<file path="config.mk">
export PLATFORM = sky130hd
export DESIGN_NAME = sspt_core
export DESIGN_NICKNAME = d
export VERILOG_FILES = /design/src/verilog/sspt_pkg.sv /design/src/verilog/sspt_core.sv
export SDC_FILE = /design/constraint.sdc
export NUM_CORES = 1
export LEC_CHECK = 0
export BUFFER_PORTS_ARGS = -buffer_cell sky130_fd_sc_hd__buf_2
export CAP_MARGIN = 20
export CORE_ASPECT_RATIO = 1.25
export CORE_MARGIN = 8
export CORE_UTILIZATION = 63
export DETAILED_ROUTE_END_ITERATION = 6
export GPL_ROUTABILITY_DRIVEN = 0
export HOLD_SLACK_MARGIN = 0.02
export PLACE_DENSITY = 0.85
export SYNTH_ARGS = -nofsm -noshare
export SYNTH_HDL_FRONTEND = slang
export SYNTH_SLANG_ARGS = --single-unit
</file>
<file path="constraint.sdc">
create_clock -name clk -period 7.91 [get_ports clk]
set_input_delay 0.3955 -clock clk [delete_from_list [all_inputs] [get_ports clk]]
set_output_delay 0.3955 -clock clk [all_outputs]
set_load 0.005 [all_outputs]
</file>
<file path="src/verilog/sspt_pkg.sv">
// Constants, field positions and state types of the two-wire serial port.
// Assumes a 32-bit APB register window with one aligned word per register.
package sspt_pkg;

    // ****************************************
    // Register byte offsets
    // ****************************************
    localparam logic [7:0] OFS_BUF  = 8'h00;
    localparam logic [7:0] OFS_CON1 = 8'h04;
    localparam logic [7:0] OFS_STAT = 8'h08;
    localparam logic [7:0] OFS_CON2 = 8'h0c;
    localparam logic [7:0] OFS_ADDR = 8'h10;
    localparam logic [7:0] OFS_PIR  = 8'h14;
    localparam logic [7:0] OFS_PIE  = 8'h18;
    localparam logic [7:0] OFS_IPR  = 8'h1c;

    // ****************************************
    // Field positions and codes
    // ****************************************
    localparam int C2_GCEN  = 7;
    localparam int C2_ACKST = 6;
    localparam int C2_ACKDT = 5;
    localparam int C2_ACK_SEQUENCE_REQUEST = 4;
    localparam int C2_RECEIVE_REQUEST  = 3;
    localparam int C2_PEN   = 2;
    localparam int C2_RESTART_REQUEST  = 1;
    localparam int C2_SEN   = 0;
    localparam int PIR_PORT = 3;
    localparam logic [3:0] MODE_S7   = 4'h6;
    localparam logic [3:0] MODE_S10  = 4'h7;
    localparam logic [3:0] MODE_MST  = 4'h8;
    localparam logic [3:0] MODE_FWM  = 4'hb;
    localparam logic [3:0] MODE_S7I  = 4'he;
    localparam logic [3:0] MODE_S10I = 4'hf;
    localparam logic [4:0] TEN_HDR   = 5'h1e;
    localparam logic [6:0] GEN_CALL  = 7'h00;
    localparam logic [3:0] LAST_BIT  = 4'h7;
    localparam logic [3:0] ACK_BIT   = 4'h8;
    localparam logic [3:0] END_BIT   = 4'h9;
    localparam logic       BUS_IDLE  = 1'b1;

    typedef enum logic [2:0] {
        M_IDLE, M_START, M_RSTART, M_TX, M_RX, M_ACK, M_STOP
    } sspt_mst_t;

    // All state of the port except the pin synchronisers; every field but the pin history resets to zero
    typedef struct packed {
        logic [7:0] buf_r;
        logic [7:0] sr;
        logic [7:0] addr;
        logic [7:0] con2;
        logic [7:0] pie;
        logic [7:0] ipr;
        logic [7:0] rd;
        logic       write_collision, ov, en, clock_polarity;
        logic [3:0] mode;
        logic       slew_select, cke, da, p, s, rw, ua, bf, pirf;
        logic [3:0] bitc;
        logic [1:0] ph;
        logic [6:0] brg;
        sspt_mst_t  ms;
        logic       msl, mdl, sdl;
        logic       lis, sact, stx, th, sclp, sdap;
    } sspt_core_t;

endpackage

</file>
<file path="src/verilog/sspt_core.sv">
// Two-wire serial port: APB registers, slave and hardware-master engines.
// Assumes open-drain SCL/SDA resolved outside, pins asynchronous to clk,
// and a sleep level from the power controller on the same clock.
//
// Design decisions made here: the register offsets and the APB interface to the registers.
`timescale 1ns/1ps

// Contract
// - Slave shift logic runs from bus clock; eighth bit of a received byte sets flag and may wake.
// - Sleep freezes master transfer; it resumes from the frozen state.
// - In idle states the peripheral clock keeps running, so transfers continue.
// - Enabled completion event wakes the controller when a master transfer ends.
// - Reset disables the port and aborts any transfer.
// - Shift modes map to polarity/edge bits: 00=0,1 01=0,0 10=1,1 11=1,0.
// - Master, slave, general call, start/stop interrupts, 7- and 10-bit addresses.
// - Address register holds own address, or baud reload in its low seven bits.
// - Received byte moves from shift register to buffer and sets flag.
// - Writing the buffer loads buffer and shift register together.
// - Controls read/write; status low six bits read-only, top two read/write.
// - Status bit 7 selects slew control.
// - Status bit 6 enables bus-specific input thresholds.
// - Slave status bit 5 shows data (1) or address (0) last.
// - Status bits 4/3 show last stop/start; cleared by reset and disable.
// - Bit 2: slave read direction of last match; master transmit in progress.
// - Bit 2 ORed with the request bits shows the port is busy.
// - Bit 1 asks software to rewrite the address in 10-bit slave mode.
// - Bit 0 shows buffer holds unsent or unread byte.
// - Mode field selects slave 7/10-bit, master, firmware master, irq slaves.
// - Write collision on buffer write during transfer; software clears it.
module sspt_core (
    input  wire logic        clk,
    input  wire logic        rst,
    input  wire logic        psel,
    input  wire logic        penable,
    input  wire logic        pwrite,
    input  wire logic [7:0]  paddr,
    input  wire logic [31:0] pwdata,
    output logic      [31:0] prdata,
    output logic             pready,
    output logic             pslverr,
    input  wire logic        scl_i,
    output logic             scl_o,
    output logic             scl_oe,
    input  wire logic        sda_i,
    output logic             sda_o,
    output logic             sda_oe,
    input  wire logic        sleep,
    output logic             wake,
    output logic             bus_active,
    output logic      [1:0]  shift_bus_mode
);

    // ****************************************
    // Pin synchronisers
    // ****************************************
    logic scl_m, scl_s, sda_m, sda_s;

    always_ff @(posedge clk or posedge rst) begin
        if (rst) begin
            scl_m <= sspt_pkg::BUS_IDLE;
            scl_s <= sspt_pkg::BUS_IDLE;
            sda_m <= sspt_pkg::BUS_IDLE;
            sda_s <= sspt_pkg::BUS_IDLE;
        end else begin
            scl_m <= scl_i;
            scl_s <= scl_m;
            sda_m <= sda_i;
            sda_s <= sda_m;
        end
    end

    // ****************************************
    // Decode
    // ****************************************
    sspt_pkg::sspt_core_t q, n;
    logic       wr, rd, setup, hit, slv, ten, sp_irq, mst, mbusy, tick;
    logic       rise, fall, start, stop;
    logic [7:0] wd, rmux;

    assign wd    = pwdata[7:0];
    assign wr    = psel & penable & pwrite;
    assign rd    = psel & penable & ~pwrite;
    assign setup = psel & ~penable;
    assign hit   = paddr inside {sspt_pkg::OFS_BUF, sspt_pkg::OFS_CON1,
                                 sspt_pkg::OFS_STAT, sspt_pkg::OFS_CON2,
                                 sspt_pkg::OFS_ADDR, sspt_pkg::OFS_PIR,
                                 sspt_pkg::OFS_PIE, sspt_pkg::OFS_IPR};
    assign slv    = q.en & (q.mode inside {sspt_pkg::MODE_S7, sspt_pkg::MODE_S10,
                                           sspt_pkg::MODE_S7I, sspt_pkg::MODE_S10I});
    assign ten    = q.mode inside {sspt_pkg::MODE_S10, sspt_pkg::MODE_S10I};
    assign sp_irq = q.mode inside {sspt_pkg::MODE_S7I, sspt_pkg::MODE_S10I};
    // Firmware master leaves the engine idle; software drives the pins elsewhere
    assign mst    = q.en & (q.mode == sspt_pkg::MODE_MST);
    assign mbusy  = (q.ms != sspt_pkg::M_IDLE) | (|q.con2[sspt_pkg::C2_ACK_SEQUENCE_REQUEST:0]);
    // Sleep stops the rate generator, which freezes the master mid-bit;
    // idle power states leave sleep low, so transfers run on at the clock given
    assign tick   = mst & ~sleep & (q.brg == 7'h00);

    assign rise  = scl_s & ~q.sclp;
    assign fall  = ~scl_s & q.sclp;
    assign start = scl_s & q.sclp & q.sdap & ~sda_s;
    assign stop  = scl_s & q.sclp & ~q.sdap & sda_s;

    always_comb begin
        case (paddr)
            sspt_pkg::OFS_BUF:  rmux = q.buf_r;
            sspt_pkg::OFS_CON1: rmux = {q.write_collision, q.ov, q.en, q.clock_polarity, q.mode};
            sspt_pkg::OFS_STAT: rmux = {q.slew_select, q.cke, q.da, q.p, q.s, q.rw, q.ua, q.bf};
            sspt_pkg::OFS_CON2: rmux = q.con2;
            sspt_pkg::OFS_ADDR: rmux = q.addr;
            sspt_pkg::OFS_PIR:  rmux = {4'h0, q.pirf, 3'h0};
            sspt_pkg::OFS_PIE:  rmux = q.pie;
            sspt_pkg::OFS_IPR:  rmux = q.ipr;
            default:            rmux = 8'h00;
        endcase
    end

    // ****************************************
    // Next state: software side first, hardware events after so they win
    // ****************************************
    always_comb begin
        logic acc, hi, hit7, hitx, part;
        n    = q;
        acc  = ~q.bf & ~q.ov;
        hi   = (q.sr[7:3] == sspt_pkg::TEN_HDR) & (q.sr[2:1] == q.addr[2:1]);
        hit7 = (q.sr[7:1] == q.addr[7:1])
             | (q.con2[sspt_pkg::C2_GCEN] & (q.sr[7:1] == sspt_pkg::GEN_CALL));
        hitx = ten ? ((q.th & hi & q.sr[0]) | (q.th & ~q.sr[0] & (q.sr == q.addr)))
                   : hit7;
        part = ten & hi & ~q.sr[0] & ~q.th;
        if (setup) begin
            n.rd = rmux;
        end
        if (wr) begin
            case (paddr)
                sspt_pkg::OFS_BUF: begin
                    if ((mst & mbusy) | (slv & q.stx & (q.bitc != 4'h0))) begin
                        n.write_collision = 1'b1;
                    end else begin
                        n.buf_r = wd;
                        n.sr    = wd;
                        n.bf    = 1'b1;
                        if (mst) begin
                            n.ms   = sspt_pkg::M_TX;
                            n.rw   = 1'b1;
                            n.bitc = 4'h0;
                            n.ph   = 2'h0;
                        end
                        if (slv & q.stx) begin
                            n.sdl = ~wd[7];
                        end
                    end
                end
                sspt_pkg::OFS_CON1: {n.write_collision, n.ov, n.en, n.clock_polarity, n.mode} = wd;
                sspt_pkg::OFS_STAT: {n.slew_select, n.cke} = wd[7:6];
                // Requests cannot be queued while the master is active
                sspt_pkg::OFS_CON2: n.con2 = mbusy ? {wd[7:5], q.con2[4:0]} : wd;
                sspt_pkg::OFS_ADDR: begin
                    n.addr = wd;
                    n.ua   = 1'b0;
                end
                sspt_pkg::OFS_PIR: n.pirf = wd[sspt_pkg::PIR_PORT];
                sspt_pkg::OFS_PIE: n.pie  = wd;
                sspt_pkg::OFS_IPR: n.ipr  = wd;
                default: ;
            endcase
        end
        if (rd && paddr == sspt_pkg::OFS_BUF) begin
            n.bf = 1'b0;
        end
        n.sclp = scl_s;
        n.sdap = sda_s;
        if (!n.en) begin
            n.p    = 1'b0;
            n.s    = 1'b0;
            n.ms   = sspt_pkg::M_IDLE;
            n.msl  = 1'b0;
            n.mdl  = 1'b0;
            n.sdl  = 1'b0;
            n.lis  = 1'b0;
            n.sact = 1'b0;
            n.stx  = 1'b0;
            n.th   = 1'b0;
            n.bitc = 4'h0;
            n.ph   = 2'h0;
        end else if (start) begin
            // Build on n so a software access in the same cycle is not undone
            n.s    = 1'b1;
            n.p    = 1'b0;
            n.rw   = mst ? n.rw : 1'b0;
            n.lis  = slv;
            n.sact = 1'b0;
            n.stx  = 1'b0;
            n.sdl  = 1'b0;
            n.bitc = slv ? 4'h0 : n.bitc;
            n.pirf = n.pirf | (slv & sp_irq);
        end else if (stop) begin
            n.p    = 1'b1;
            n.s    = 1'b0;
            n.rw   = mst ? n.rw : 1'b0;
            n.lis  = 1'b0;
            n.sact = 1'b0;
            n.stx  = 1'b0;
            n.th   = 1'b0;
            n.sdl  = 1'b0;
            n.pirf = n.pirf | (slv & sp_irq);
        end else if (slv && q.lis) begin
            if (rise) begin
                if (q.bitc < sspt_pkg::ACK_BIT) begin
                    n.sr   = q.stx ? {q.sr[6:0], 1'b0} : {q.sr[6:0], sda_s};
                    n.bitc = q.bitc + 4'h1;
                end else if (q.bitc == sspt_pkg::ACK_BIT) begin
                    n.bitc = sspt_pkg::END_BIT;
                    if (q.stx && sda_s) begin
                        n.lis  = 1'b0;
                        n.sact = 1'b0;
                        n.stx  = 1'b0;
                        n.rw   = 1'b0;
                    end
                end
            end else if (fall) begin
                if (q.bitc < sspt_pkg::ACK_BIT) begin
                    n.sdl = q.stx & ~q.sr[7];
                end else if (q.bitc == sspt_pkg::ACK_BIT && q.stx) begin
                    n.sdl = 1'b0;
                    n.bf  = 1'b0;
                end else if (q.bitc == sspt_pkg::ACK_BIT && !q.sact) begin
                    if (hitx | part) begin
                        n.sdl  = acc;
                        n.buf_r = acc ? q.sr : q.buf_r;
                        n.bf   = 1'b1;
                        n.ov   = n.ov | ~acc;
                        n.pirf = 1'b1;
                        n.da   = 1'b0;
                        n.ua   = ten & ~(hi & q.sr[0]);
                        n.th   = q.th | part;
                        n.sact = hitx;
                        n.rw   = hitx & q.sr[0];
                        n.stx  = hitx & q.sr[0];
                    end else begin
                        n.lis = 1'b0;
                    end
                end else if (q.bitc == sspt_pkg::ACK_BIT) begin
                    n.da   = 1'b1;
                    n.pirf = 1'b1;
                    n.sdl  = acc;
                    n.buf_r = acc ? q.sr : q.buf_r;
                    n.bf   = 1'b1;
                    n.ov   = n.ov | ~acc;
                end else if (q.bitc == sspt_pkg::END_BIT) begin
                    n.bitc = 4'h0;
                    n.sdl  = q.stx & ~q.sr[7];
                    // Stretch after each acked sent byte until software sets the clock polarity bit again
                    n.clock_polarity  = q.stx ? 1'b0 : n.clock_polarity;
                end
            end
        end
        if (mst && !sleep) begin
            n.brg = tick ? q.addr[6:0] : q.brg - 7'h01;
        end
        if (tick) begin
            n.ph = q.ph + 2'h1;
            case (q.ms)
                sspt_pkg::M_IDLE: begin
                    n.ph   = 2'h0;
                    n.bitc = 4'h0;
                    if (q.con2[sspt_pkg::C2_SEN]) n.ms = sspt_pkg::M_START;
                    else if (q.con2[sspt_pkg::C2_RESTART_REQUEST]) n.ms = sspt_pkg::M_RSTART;
                    else if (q.con2[sspt_pkg::C2_PEN]) n.ms = sspt_pkg::M_STOP;
                    else if (q.con2[sspt_pkg::C2_RECEIVE_REQUEST]) n.ms = sspt_pkg::M_RX;
                    else if (q.con2[sspt_pkg::C2_ACK_SEQUENCE_REQUEST]) n.ms = sspt_pkg::M_ACK;
                end
                sspt_pkg::M_START: begin
                    if (q.ph == 2'h0) n.mdl = 1'b1;
                    else begin
                        n.msl = 1'b1;
                        n.con2[sspt_pkg::C2_SEN] = 1'b0;
                        n.ms = sspt_pkg::M_IDLE;
                    end
                end
                sspt_pkg::M_RSTART: begin
                    if (q.ph == 2'h0) n.mdl = 1'b0;
                    if (q.ph == 2'h1) n.msl = 1'b0;
                    if (q.ph == 2'h2) n.mdl = 1'b1;
                    if (q.ph == 2'h3) begin
                        n.msl = 1'b1;
                        n.con2[sspt_pkg::C2_RESTART_REQUEST] = 1'b0;
                        n.ms = sspt_pkg::M_IDLE;
                    end
                end
                sspt_pkg::M_STOP: begin
                    if (q.ph == 2'h0) n.mdl = 1'b1;
                    if (q.ph == 2'h1) n.msl = 1'b0;
                    if (q.ph == 2'h2) n.mdl = 1'b0;
                    if (q.ph == 2'h3) begin
                        n.con2[sspt_pkg::C2_PEN] = 1'b0;
                        n.ms = sspt_pkg::M_IDLE;
                    end
                end
                sspt_pkg::M_ACK: begin
                    if (q.ph == 2'h0) n.mdl = ~q.con2[sspt_pkg::C2_ACKDT];
                    if (q.ph == 2'h1) n.msl = 1'b0;
                    if (q.ph == 2'h3) begin
                        n.msl = 1'b1;
                        n.con2[sspt_pkg::C2_ACK_SEQUENCE_REQUEST] = 1'b0;
                        n.ms = sspt_pkg::M_IDLE;
                    end
                end
                sspt_pkg::M_TX: begin
                    if (q.ph == 2'h0) n.mdl = (q.bitc < sspt_pkg::ACK_BIT) & ~q.sr[7];
                    if (q.ph == 2'h1) n.msl = 1'b0;
                    if (q.ph == 2'h2 && q.bitc == sspt_pkg::ACK_BIT) begin
                        n.con2[sspt_pkg::C2_ACKST] = sda_s;
                    end
                    if (q.ph == 2'h3) begin
                        n.msl = 1'b1;
                        if (q.bitc == sspt_pkg::ACK_BIT) begin
                            n.rw = 1'b0;
                            n.bf = 1'b0;
                            n.ms = sspt_pkg::M_IDLE;
                        end else begin
                            n.sr   = {q.sr[6:0], 1'b0};
                            n.bitc = q.bitc + 4'h1;
                        end
                    end
                end
                sspt_pkg::M_RX: begin
                    if (q.ph == 2'h0) n.mdl = 1'b0;
                    if (q.ph == 2'h1) n.msl = 1'b0;
                    if (q.ph == 2'h2) n.sr = {q.sr[6:0], sda_s};
                    if (q.ph == 2'h3) begin
                        n.msl  = 1'b1;
                        n.bitc = q.bitc + 4'h1;
                        if (q.bitc == sspt_pkg::LAST_BIT) begin
                            n.buf_r = q.bf ? q.buf_r : q.sr;
                            n.ov = n.ov | q.bf;
                            n.bf = 1'b1;
                            n.con2[sspt_pkg::C2_RECEIVE_REQUEST] = 1'b0;
                            n.ms = sspt_pkg::M_IDLE;
                        end
                    end
                end
                default: n.ms = sspt_pkg::M_IDLE;
            endcase
            // Every completed master step raises the port flag
            if (q.ms != sspt_pkg::M_IDLE && n.ms == sspt_pkg::M_IDLE) begin
                n.pirf = 1'b1;
                n.ph   = 2'h0;
            end
        end
    end

    always_ff @(posedge clk or posedge rst) begin
        if (rst) begin
            q      <= '0;
            // Pin history starts at the idle level so release shows no false edge
            q.sclp <= sspt_pkg::BUS_IDLE;
            q.sdap <= sspt_pkg::BUS_IDLE;
        end else begin
            q <= n;
        end
    end

    // ****************************************
    // Outputs
    // ****************************************
    assign prdata  = {24'h000000, q.rd};
    assign pready  = 1'b1;
    assign pslverr = psel & penable & ~hit;
    // Pins are driven only low; the port relies on the directions set as inputs
    assign scl_o   = 1'b0;
    assign sda_o   = 1'b0;
    assign scl_oe  = q.msl | (slv & q.sact & ~q.clock_polarity & (q.bitc == 4'h0));
    assign sda_oe  = q.mdl | q.sdl;
    assign wake    = q.pirf & q.pie[sspt_pkg::PIR_PORT];
    assign bus_active = q.rw | (|q.con2[sspt_pkg::C2_ACK_SEQUENCE_REQUEST:0]);
    assign shift_bus_mode = {q.clock_polarity, ~q.cke};
endmodule

</file>
==> run summary, run 1 <==
Inserted Diodes: 0
H-tree depth: 3
# DRC: 0
ys flop type: dfrtp_1
asr flop ratio synth: 100%
Post-DP HPWL: 13500 um
initial antenna violation count: 0
CP Launch Type: flop
fillers: 738
fmax: 312 MHz
Tot GR Track Use: 27.2%
maximum vdd drop: 0.104 mV
Reg2Reg Setup Slack: 4.70 ns
Detail Route Antenna Nets: 0
reg2reg path depth: 9
worst setup margin: 4.70 ns
Crit Path Class: reg2reg
Pwr Total: 1.06 mW
Data arrival, critical path: 3.42 ns
commonest non-fill, non-tap cell in the layout: dfrtp_1
DR WL/cell: 22.0 um
Clock transition at path regs: 0.07 ns
post-synthesis sequential area ratio: 40.0%
std cell rows: 41
Slew Limit Fails: 0
Die ar.: 13700 um2
Avg Inst Size Synth: 9.06 um2
Worst Path Max Fanout: 15
critical path, cell by cell: nor4b_1 > nand2_1 > nor3_2 > buf_4 > and2_0 > and3_1 > nor2_1 > o32ai_1 > a21oi_1
Yosys Warn Count: 0
register bit total from synthesis: 102
Req. time, crit path: 8.13 ns
final net count: 774
vias in the first global route: 5582
clk buf depth: 2
via count: 5864
clk root buf: clkbuf_16
pin count of the biggest net entering global routing: 80
final WL: 18800 um
Critical Path Source: q[35]
Synth cell types: 78
Layout Skew: 0.00975 ns
CTS resizes: 0
Crit path largest cell delay: 0.51 ns
power per cell area: 155 nW/um2
Worst slew margin: 26.9%
fin crit share: 40.5%
Die X-Extent: 106 um
multi-input gate area in the final layout: 3450 um2
final setup fails: 0
Worst-Margin Slew: 1.09 ns
Netlist Area Pre-Place: 6400 um2
IO Pins: 90
Starting Density: 63.9%
via-per-instance ratio: 6.88
setup TNS: 0 ns
pre-CTS setup slack: 4.72 ns
max-cap violations: 0
first-pass iteration count of the detailed router: 5
worst hold path class: in2reg
Die Span Y: 129 um
worst-skew pair later-pin latency: 0.36 ns
Min Clock Period, post-route: 3.21 ns
first-pass GRT wire length: 29300 um
Remaining Overflow, GRT: 0
RSZ-0062 raised after global routing: no
Seq. cell area: 2560 um2
Worst path slowest cell: nor4b_1
PortBufs: 38
Post-CTS Setup Bufs: 0
number of synthesized flops with an enable pin: 0
Crit. End Element: flop
Reg-to-Reg Start: q[35]
CTS tree: built
Critical Path End: q[95]
most frequent cells in the layout: dfrtp_1 (96), nor2_1 (64), nand2_1 (64)
Reg-to-Reg End: q[95]
number of buffers created by CTS: 9
number of DRC markers in iteration 0: 825
area grow syn2layout: 6.42%
status: completed
layout cells sized above 1: 17.0%
core area: 10000 um2
CTS Sinks: 102
Mapped Cells: 706
Pleak: 3.02 nW
Fin. Hold Viols: 0
[final cells by class]
cell class | instances | share of cell area (%)
clock buffer | 10 | 3.36
inverter | 19 | 1.08
sequential | 102 | 37.6
timing repair buffer | 45 | 3.90
multi-input combinational | 541 | 50.7
clock inverter | 6 | 0.993
tap | 129 | 2.37
[power by group]
part,switching (mW),internal (mW),total [mW],leakage [nW]
Clock,0.201,0.247,0.449,0.139
Sequential,0.0105,0.530,0.540,1.39
Combinational,0.0478,0.0207,0.0685,1.48
Total,0.260,0.798,1.06,3.02
[synth_stat cells, types with 3 or more instances]
cell,instances,area share [%]
a211oi_1,4,0.47
a21o_1,12,1.4
a21oi_1,46,3.6
a222oi_1,8,1.3
a22oi_1,19,2.2
a31o_2,3,0.41
a31oi_1,13,1.3
a32oi_1,3,0.41
a41oi_1,3,0.41
and2_1,5,0.49
and3_1,8,0.78
buf_2,6,0.47
buf_4,38,4.5
clkbuf_1,24,1.4
dfrtp_1,96,38
dfstp_2,6,2.5
ha_1,8,1.6
inv_1,18,1.1
mux2_2,32,5.6
mux2i_1,9,1.4
nand2_1,64,3.8
nand2b_1,14,1.4
nand3_1,23,1.8
nand4_1,7,0.68
nor2_1,64,3.8
nor2b_1,6,0.59
nor3_1,21,1.6
nor3_2,4,0.63
nor3b_1,4,0.47
nor4_1,5,0.49
nor4b_1,4,0.55
o21ai_0,38,3.0
o22ai_1,3,0.29
o31ai_1,11,1.3
o32ai_1,7,0.96
or2_1,3,0.29
or3_1,5,0.49
xnor2_1,8,1.1
[worst min-delay path by stage]
stage           from    end  slack [ns]  depth (start not counted)
6_report       sda_i  sda_m        0.13                          1
5_1_grt        sda_i  sda_m        0.13                          1
4_1_cts        sda_i  sda_m        0.13                          1
3_5_place_dp   scl_m  scl_s        0.35                          0
3_3_place_gp   sda_m  sda_s        0.35                          0
2_1_floorplan  scl_m  scl_s        0.35                          0
[state kept, by name, indices dropped and copies added, names as in the netlist]
name            flops
prdata              8
q                  89
shift_bus_mode      1
sda_m               1
scl_m               1
scl_s               1
sda_s               1
[metrics by stage]
stage	utilization, %	instance area (um2)	hold slack (ns)	std cells
after CTS	67.7	6770	0.131	850
final	68.0	6810	0.134	852
after floorplan	-	6490	0.345	731
after global placement	64.6	6460	0.345	833
after global routing	68.0	6810	0.129	852
after detailed placement	64.6	6460	0.352	833
[critical path, delay by kind of cell, from the launching register on]
kind / cells / cell delay (ns)
buffers and inverters: 1 / 0.27
DFF: 1 / 0.44
AOI/OAI and AO/OA: 2 / 0.38
and+or+nand+nor: 6 / 1.97
[cell families (layout without fill, tap and decap cells)]
family                   count (synthesis)  count (layout)  share of synthesized area [%]
XOR/XNOR                                 9               9                           1.23
AO/OA/AOI/OAI                          202             202                           21.7
other                                    2              27                          0.117
buffers and inverters                   88              80                           7.51
AND/OR/NAND/NOR                        253             253                           20.5
flip-flops                             102             102                           40.0
multiplexers                            42              42                           7.39
adder cells (fa/ha/maj)                  8               8                           1.57
[timing repair]
item / CTS / global route
hold endpoints to repair: 23 / 0
endpoints found under the setup margin: 0 / 0
hold buffers: 1 / 0
[routing by layer]
layer	up-vias	track usage [%]	wire (um)
met5	-	0	0
met4	0	18.7	1010
met3	75	4.55	1700
met2	410	45.2	9190
met1	2806	31.5	6880
li1	2573	-	-
Note: power is estimated with default switching activity, not from simulation.
==> run 2: changes to the inputs <==
- ABC_AREA: unset -> 1
- CORE_UTILIZATION: 63 -> 59
- PLACE_DENSITY: 0.85 -> 0.8
- clock period: 7.91 -> 2.97 ns (I/O delays scaled with it)
==> run summary, run 2 <==
status: completed
number of DRC markers in iteration 0: 666 (-19%)
via-per-instance ratio: 5.92 (-14%)
Req. time, crit path: 3.20 ns (-4.93 ns)
DR WL/cell: 18.1 um (-18%)
post-synthesis sequential area ratio: 36.7% (-3.3 points)
maximum vdd drop: 0.414 mV (+300%)
Post-CTS Setup Bufs: 0 (unchanged)
most frequent cells in the layout: nand2_1 (268), inv_1 (118), o21ai_0 (112)
final WL: 21200 um (+13%)
Netlist Area Pre-Place: 6970 um2 (+9.0%)
Avg Inst Size Synth: 7.00 um2 (-23%)
PortBufs: 38 (unchanged)
ys flop type: dfrtp_1
max FFs per register: 89 (unchanged)
CTS tree: built
first-pass GRT wire length: 33300 um (+14%)
power per cell area: 452 nW/um2 (+190%)
Worst Path Max Fanout: 9 (-6)
# placed instances: 1155 (+39%)
switching share of power: 33.7% (+9.2 points)
Mapped Cells: 996 (+41%)
cell taking the most area after synthesis: dfrtp_1
Seq. cell area: 2560 um2 (unchanged)
worst hold margin: 0.0436 ns (-0.0903 ns)
core area: 11600 um2 (+16%)
fmax: 387 MHz (+24%)
Tot GR Track Use: 27.6% (+0.45 points)
multi-input gate area in the final layout: 3620 um2 (+5.0%)
Layout Skew: 0.0113 ns (+0.00152 ns)
combinational share of power: 18.8% (+12 points)
Worst slew margin: 41.3% (+14 points)
Pint: 2.25 mW (+180%)
number of synthesized flops with an enable pin: 0 (unchanged)
Fin. Hold Viols: 0 (unchanged)
register bit total from synthesis: 102 (unchanged)
Inserted Diodes: 0 (unchanged)
Data arrival, critical path: 2.81 ns (-0.61 ns)
Crit. End Element: flop
Min Clock Period, post-route: 2.58 ns (-0.623 ns)
Yosys Warn Count: 0 (unchanged)
Detail Route Antenna Nets: 0 (unchanged)
std cell rows: 44 (+7.3%)
Synth top area share: 34.5% (-3.1 points)
Clock transition at path regs: 0.08 ns (about the same)
Crit Path Class: reg2reg
final setup fails: 0 (unchanged)
depth of the worst hold-timing path: 3 (+2)
asr flop ratio synth: 100% (unchanged)
Post-Layout Cell Count: 1174 (+38%)
IO Pins: 90 (unchanged)
Pleak: 3.80 nW (+26%)
pin count of the biggest net entering global routing: 51 (-36%)
Pwr Total: 3.40 mW (+220%)
Slew Limit Fails: 0 (unchanged)
most numerous cell in the Yosys netlist: nand2_1
Reg power frac: 44.9% (-6.2 points)
# DRC: 0 (unchanged)
worst-skew pair later-pin latency: 0.37 ns (about the same)
Switching Power: 1.15 mW (+340%)
Reg-to-Reg Start: q[86]
RSZ-0062 raised after global routing: no
Worst-Margin Slew: 0.877 ns (-0.212 ns)
Die ar.: 15600 um2 (+14%)
CTS resizes: 0 (unchanged)
final net count: 1087 (+40%)
area grow syn2layout: 7.70%
number of buffers created by CTS: 9 (unchanged)
post-layout util: 64.9% (-3.1 points)
via count: 6946 (+18%)
CP Launch Type: flop
Die Span Y: 138 um (+6.9%)
initial antenna violation count: 0 (unchanged)
Remaining Overflow, GRT: 0 (unchanged)
worst min-delay path startpoint: pwdata[4]
setup TNS: 0 ns (unchanged)
Synth area leaders: dfrtp_1 (34%), nand2_1 (14%), o21ai_0 (8.0%)
clk buf depth: 2 (unchanged)
first-pass iteration count of the detailed router: 5 (unchanged)
Post-synth top cells: nand2_1 (268), inv_1 (119), o21ai_0 (112), dfrtp_1 (96), nor2_1 (81)
reg2reg path depth: 16 (+7)
layout cells sized above 1: 12.7% (-4.3 points)
worst hold path class: in2reg
commonest non-fill, non-tap cell in the layout: nand2_1
Synth cell types: 53 (-32%)
Critical Path Source: q[86]
H-tree depth: 3 (unchanged)
Die X-Extent: 113 um (+6.7%)
clock share of power: 36.3% (-6.1 points)
Post-DP HPWL: 16100 um (+20%)
Largest Register: q
CTS Sinks: 102 (unchanged)
fin crit share: 87.0% (+46 points)
Hold-fix buffers, CTS: 3 (+2)
clk root buf: clkbuf_16
Starting Density: 60.3% (-3.6 points)
vias in the first global route: 6546 (+17%)
fillers: 1057 (+43%)
max-cap violations: 0 (unchanged)
## run 2: cell count changes in the layout (fill, tap and decap cells not counted), sizes merged, moves of 12 or more
cell and delta:
a21o -12, inv +112, nand3 +43, nor2 +31, a21oi -13, nor3 -15
mux2 -28, nand2b -14, a22oi -19, o21ai +82, nand2 +216
## run 2: worst max-delay path, cell delays in order, from the launching register on
cell,delay [ns]
dfrtp_1,0.43
inv_1,0.23
nand2_1,0.09
nand2_1,0.07
nand2_1,0.05
nor2_1,0.14
nand3_1,0.22
nand2_1,0.12
nand3_1,0.16
nand2_1,0.12
nand2_1,0.11
nand2_1,0.20
nand2_2,0.18
nand2_1,0.10
nand3_1,0.06
nand2_1,0.08
o21ai_0,0.10
## run 2: final cells by class
| cell class | instances | area share (%) |
|---|---|---|
| multi-input cells | 730 | 48.2 |
| well taps | 138 | 2.30 |
| repair buffers | 57 | 4.53 |
| inverters | 131 | 6.70 |
| clock inverters | 7 | 1.15 |
| flip-flops and latches | 102 | 34.1 |
| clock buffers | 9 | 3.00 |
## run 2: path summary, 6_finish.rpt
| path | to | slack [ns] |
|---|---|---|
| worst min-delay path | q[78] | 0.04 |
| min in group asynchronous | q[22] | 0.41 |
| worst min register to register | sda_s | 0.36 |
| worst max register to register | q[91] | 0.39 |
| max in group asynchronous | q[1] | 1.71 |
| worst max-delay path | q[91] | 0.39 |
## run 2: metal layers
layer | track usage (%) | share of wire [%] | vias to the layer above | routed length (um)
met5 | 0 | 0 | - | 0
met4 | 19.6 | 6.8 | 0 | 1430
met3 | 5.35 | 9.5 | 94 | 2020
met2 | 45.6 | 46 | 421 | 9730
met1 | 31.9 | 38 | 3151 | 8010
li1 | - | - | 3280 | -
## run 2: through the flow
step | area (um2) | setup slack [ns]
global route | 7510 | 0.182
CTS | 7510 | 0.533
finish | 7510 | 0.387
global placement | 7170 | 0.610
floorplan | 7070 | 0.156
detailed placement | 7170 | 0.555
## run 2: cells by family (layout without fill, tap and decap cells)
logic type	Yosys count	count (layout)	synth area share [%]
flip-flops	102	102	36.7
XOR/XNOR	6	6	0.754
other	2	27	0.108
AND/OR/NAND/NOR	470	470	29.5
adder cells (fa/ha/maj)	8	8	1.44
multiplexers	4	4	0.646
buffers and inverters	189	204	12.7
AO/OA/AOI/OAI	215	215	18.1
## run 2: power by group through the flow
stage                     registers (mW)  clock network, mW  logic [mW]
final                               1.52               1.23       0.640
after detailed placement            1.55                  0       0.614
after floorplan                     1.51                  0       0.497
after global routing                1.53               1.27       0.718
after CTS                           1.52               1.23       0.624
after global placement              1.55                  0       0.604
==> run 3: changes to the inputs <==
- REMOVE_ABC_BUFFERS: unset -> 1
==> run summary, run 3 (synthesis gave the netlist of run 2 again) <==
status: completed
final setup fails: 0 (unchanged)
Min Clock Period, post-route: 2.58 ns (-0.00481 ns)
setup TNS: 0 ns (unchanged)
first-pass GRT wire length: 32300 um (-3.0%)
max-cap violations: 0 (unchanged)
Remaining Overflow, GRT: 0 (unchanged)
clk root buf: clkbuf_16
via-per-instance ratio: 5.90 (-0.26%)
Layout Skew: 0.0115 ns (+0.000254 ns)
Die ar.: 15600 um2 (unchanged)
Detail Route Antenna Nets: 0 (unchanged)
via count: 6916 (-0.43%)
final WL: 20700 um (-2.3%)
RSZ-0062 raised after global routing: no
maximum vdd drop: 0.278 mV (-33%)
clk buf depth: 2 (unchanged)
worst hold path class: in2reg
Crit path largest cell delay: 0.47 ns (+0.04 ns)
Worst-Margin Slew: 0.824 ns (-0.0531 ns)
Clock transition at path regs: 0.08 ns (about the same)
# DRC: 0 (unchanged)
initial antenna violation count: 0 (unchanged)
power per cell area: 449 nW/um2 (-0.79%)
H-tree depth: 3 (unchanged)
CTS tree: built
Crit. End Element: flop
Worst Path Max Fanout: 11 (+2)
core area: 11600 um2 (unchanged)
PortBufs: 38 (unchanged)
number of buffers created by CTS: 9 (unchanged)
Req. time, crit path: 3.21 ns (about the same)
Pwr Total: 3.36 mW (-1.0%)
Seq. cell area: 2560 um2 (unchanged)
Critical Path Most Common Cell: nand2_1
fillers: 1070 (+1.2%)
Fin. Hold Viols: 0 (unchanged)
CP Launch Type: flop
Largest Register: q
Slew Limit Fails: 0 (unchanged)
Post-CTS Setup Bufs: 0 (unchanged)
first-pass iteration count of the detailed router: 6 (+1)
Post-DP HPWL: 15800 um (-2.2%)
Die Span Y: 138 um (unchanged)
Worst slew margin: 44.9% (+3.6 points)
Pleak: 3.78 nW (-0.37%)
Crit Path Class: reg2reg
max FFs per register: 89 (unchanged)
most frequent cells in the layout: nand2_1 (268), inv_1 (118), o21ai_0 (112)
CTS Sinks: 102 (unchanged)
DR WL/cell: 17.7 um (-2.1%)
Tot GR Track Use: 26.7% (-0.93 points)
area grow syn2layout: 7.43%
post-layout util: 64.8% (-0.16 points)
Data arrival, critical path: 2.82 ns (about the same)
Worst path slowest cell: nor2_2
IO Pins: 90 (unchanged)
std cell rows: 44 (unchanged)
fmax: 388 MHz (+0.19%)
Starting Density: 60.3% (unchanged)
final net count: 1085 (-0.18%)
worst hold margin: 0.0322 ns (-0.0114 ns)
number of DRC markers in iteration 0: 790 (+19%)
pin count of the biggest net entering global routing: 61 (+20%)
multi-input gate area in the final layout: 3620 um2 (unchanged)
worst-skew pair later-pin latency: 0.36 ns (about the same)
layout cells sized above 1: 12.6% (-0.17 points)
Die X-Extent: 113 um (unchanged)
vias in the first global route: 6347 (-3.0%)
critical path, cell by cell: inv_1 > ha_1 > nand3_1 > nor2_1 > inv_1 > nand2_1 > nor2_2 > nand2_2 > nand2_1 > nand3_1 > nand2_1 > o21ai_0
fin crit share: 86.8% (-0.16 points)
commonest non-fill, non-tap cell in the layout: nand2_1
Inserted Diodes: 0 (unchanged)
run 3: cell types whose count changed in the layout (fill, tap and decap cells not counted), sizes merged:
cell      previous run  this run
clkinv               5         2
buf                 54        52
inv                133       135
clkinvlp             0         1
run 3: through the flow:
step / setup WS [ns] / std cells / area (um2)
after floorplan: 0.156 / 963 / 6680
after global placement: 0.497 / 1153 / 7160
after detailed placement: 0.448 / 1153 / 7160
after CTS: 0.465 / 1172 / 7490
after global routing: 0.221 / 1172 / 7490
final: 0.392 / 1172 / 7490
run 3: final timing paths:
path | slack, ns | to | startpoint | cells after the start
setup / recovery | 0.39 | q[91] | q[21] | 12
hold / removal | 0.03 | q[78] | pwdata[4] | 3
setup reg to reg | 0.39 | q[91] | q[21] | 12
hold reg to reg | 0.36 | scl_s | scl_m | 0
max in group asynchronous | 1.85 | q[88] | rst | 4
min in group asynchronous | 0.40 | q[4] | rst | 3
run 3: final cells by class:
class	count	share of cell area, %
tap	138	2.31
inverter	131	6.72
timing repair buffer	55	4.51
sequential	102	34.2
clock buffer	9	3.01
multi-input combinational	730	48.3
clock inverter	7	0.936
run 3: critical path: cells and delay by family, from the launching register on:
kind	cells	cell delay (ns)
compound gates	1	0.07
buf+inv	2	0.22
flops	1	0.43
simple gates	8	1.48
fa+ha+maj	1	0.25
run 3: where the power goes:
group	switching, mW	internal [mW]	leakage (nW)
logic	0.446	0.204	2.44
clock network	0.600	0.595	0.142
registers	0.0680	1.45	1.20
run 3: timing repair:
action | in CTS | in global routing
hold endpoints to repair | 38 | 0
hold buffers | 3 | 0
resized for setup | 0 | 0
run 3: metal layers:
| metal | up-vias | share of wire, % | global-route usage (%) | wire [um] |
|---|---|---|---|---|
| met5 | - | 0 | 0 | 0 |
| met2 | 395 | 46 | 41.3 | 9430 |
| met4 | 0 | 7.3 | 21.9 | 1520 |
| met3 | 88 | 8.9 | 5.00 | 1840 |
| met1 | 3142 | 38 | 32.1 | 7930 |
| li1 | 3291 | - | - | - |
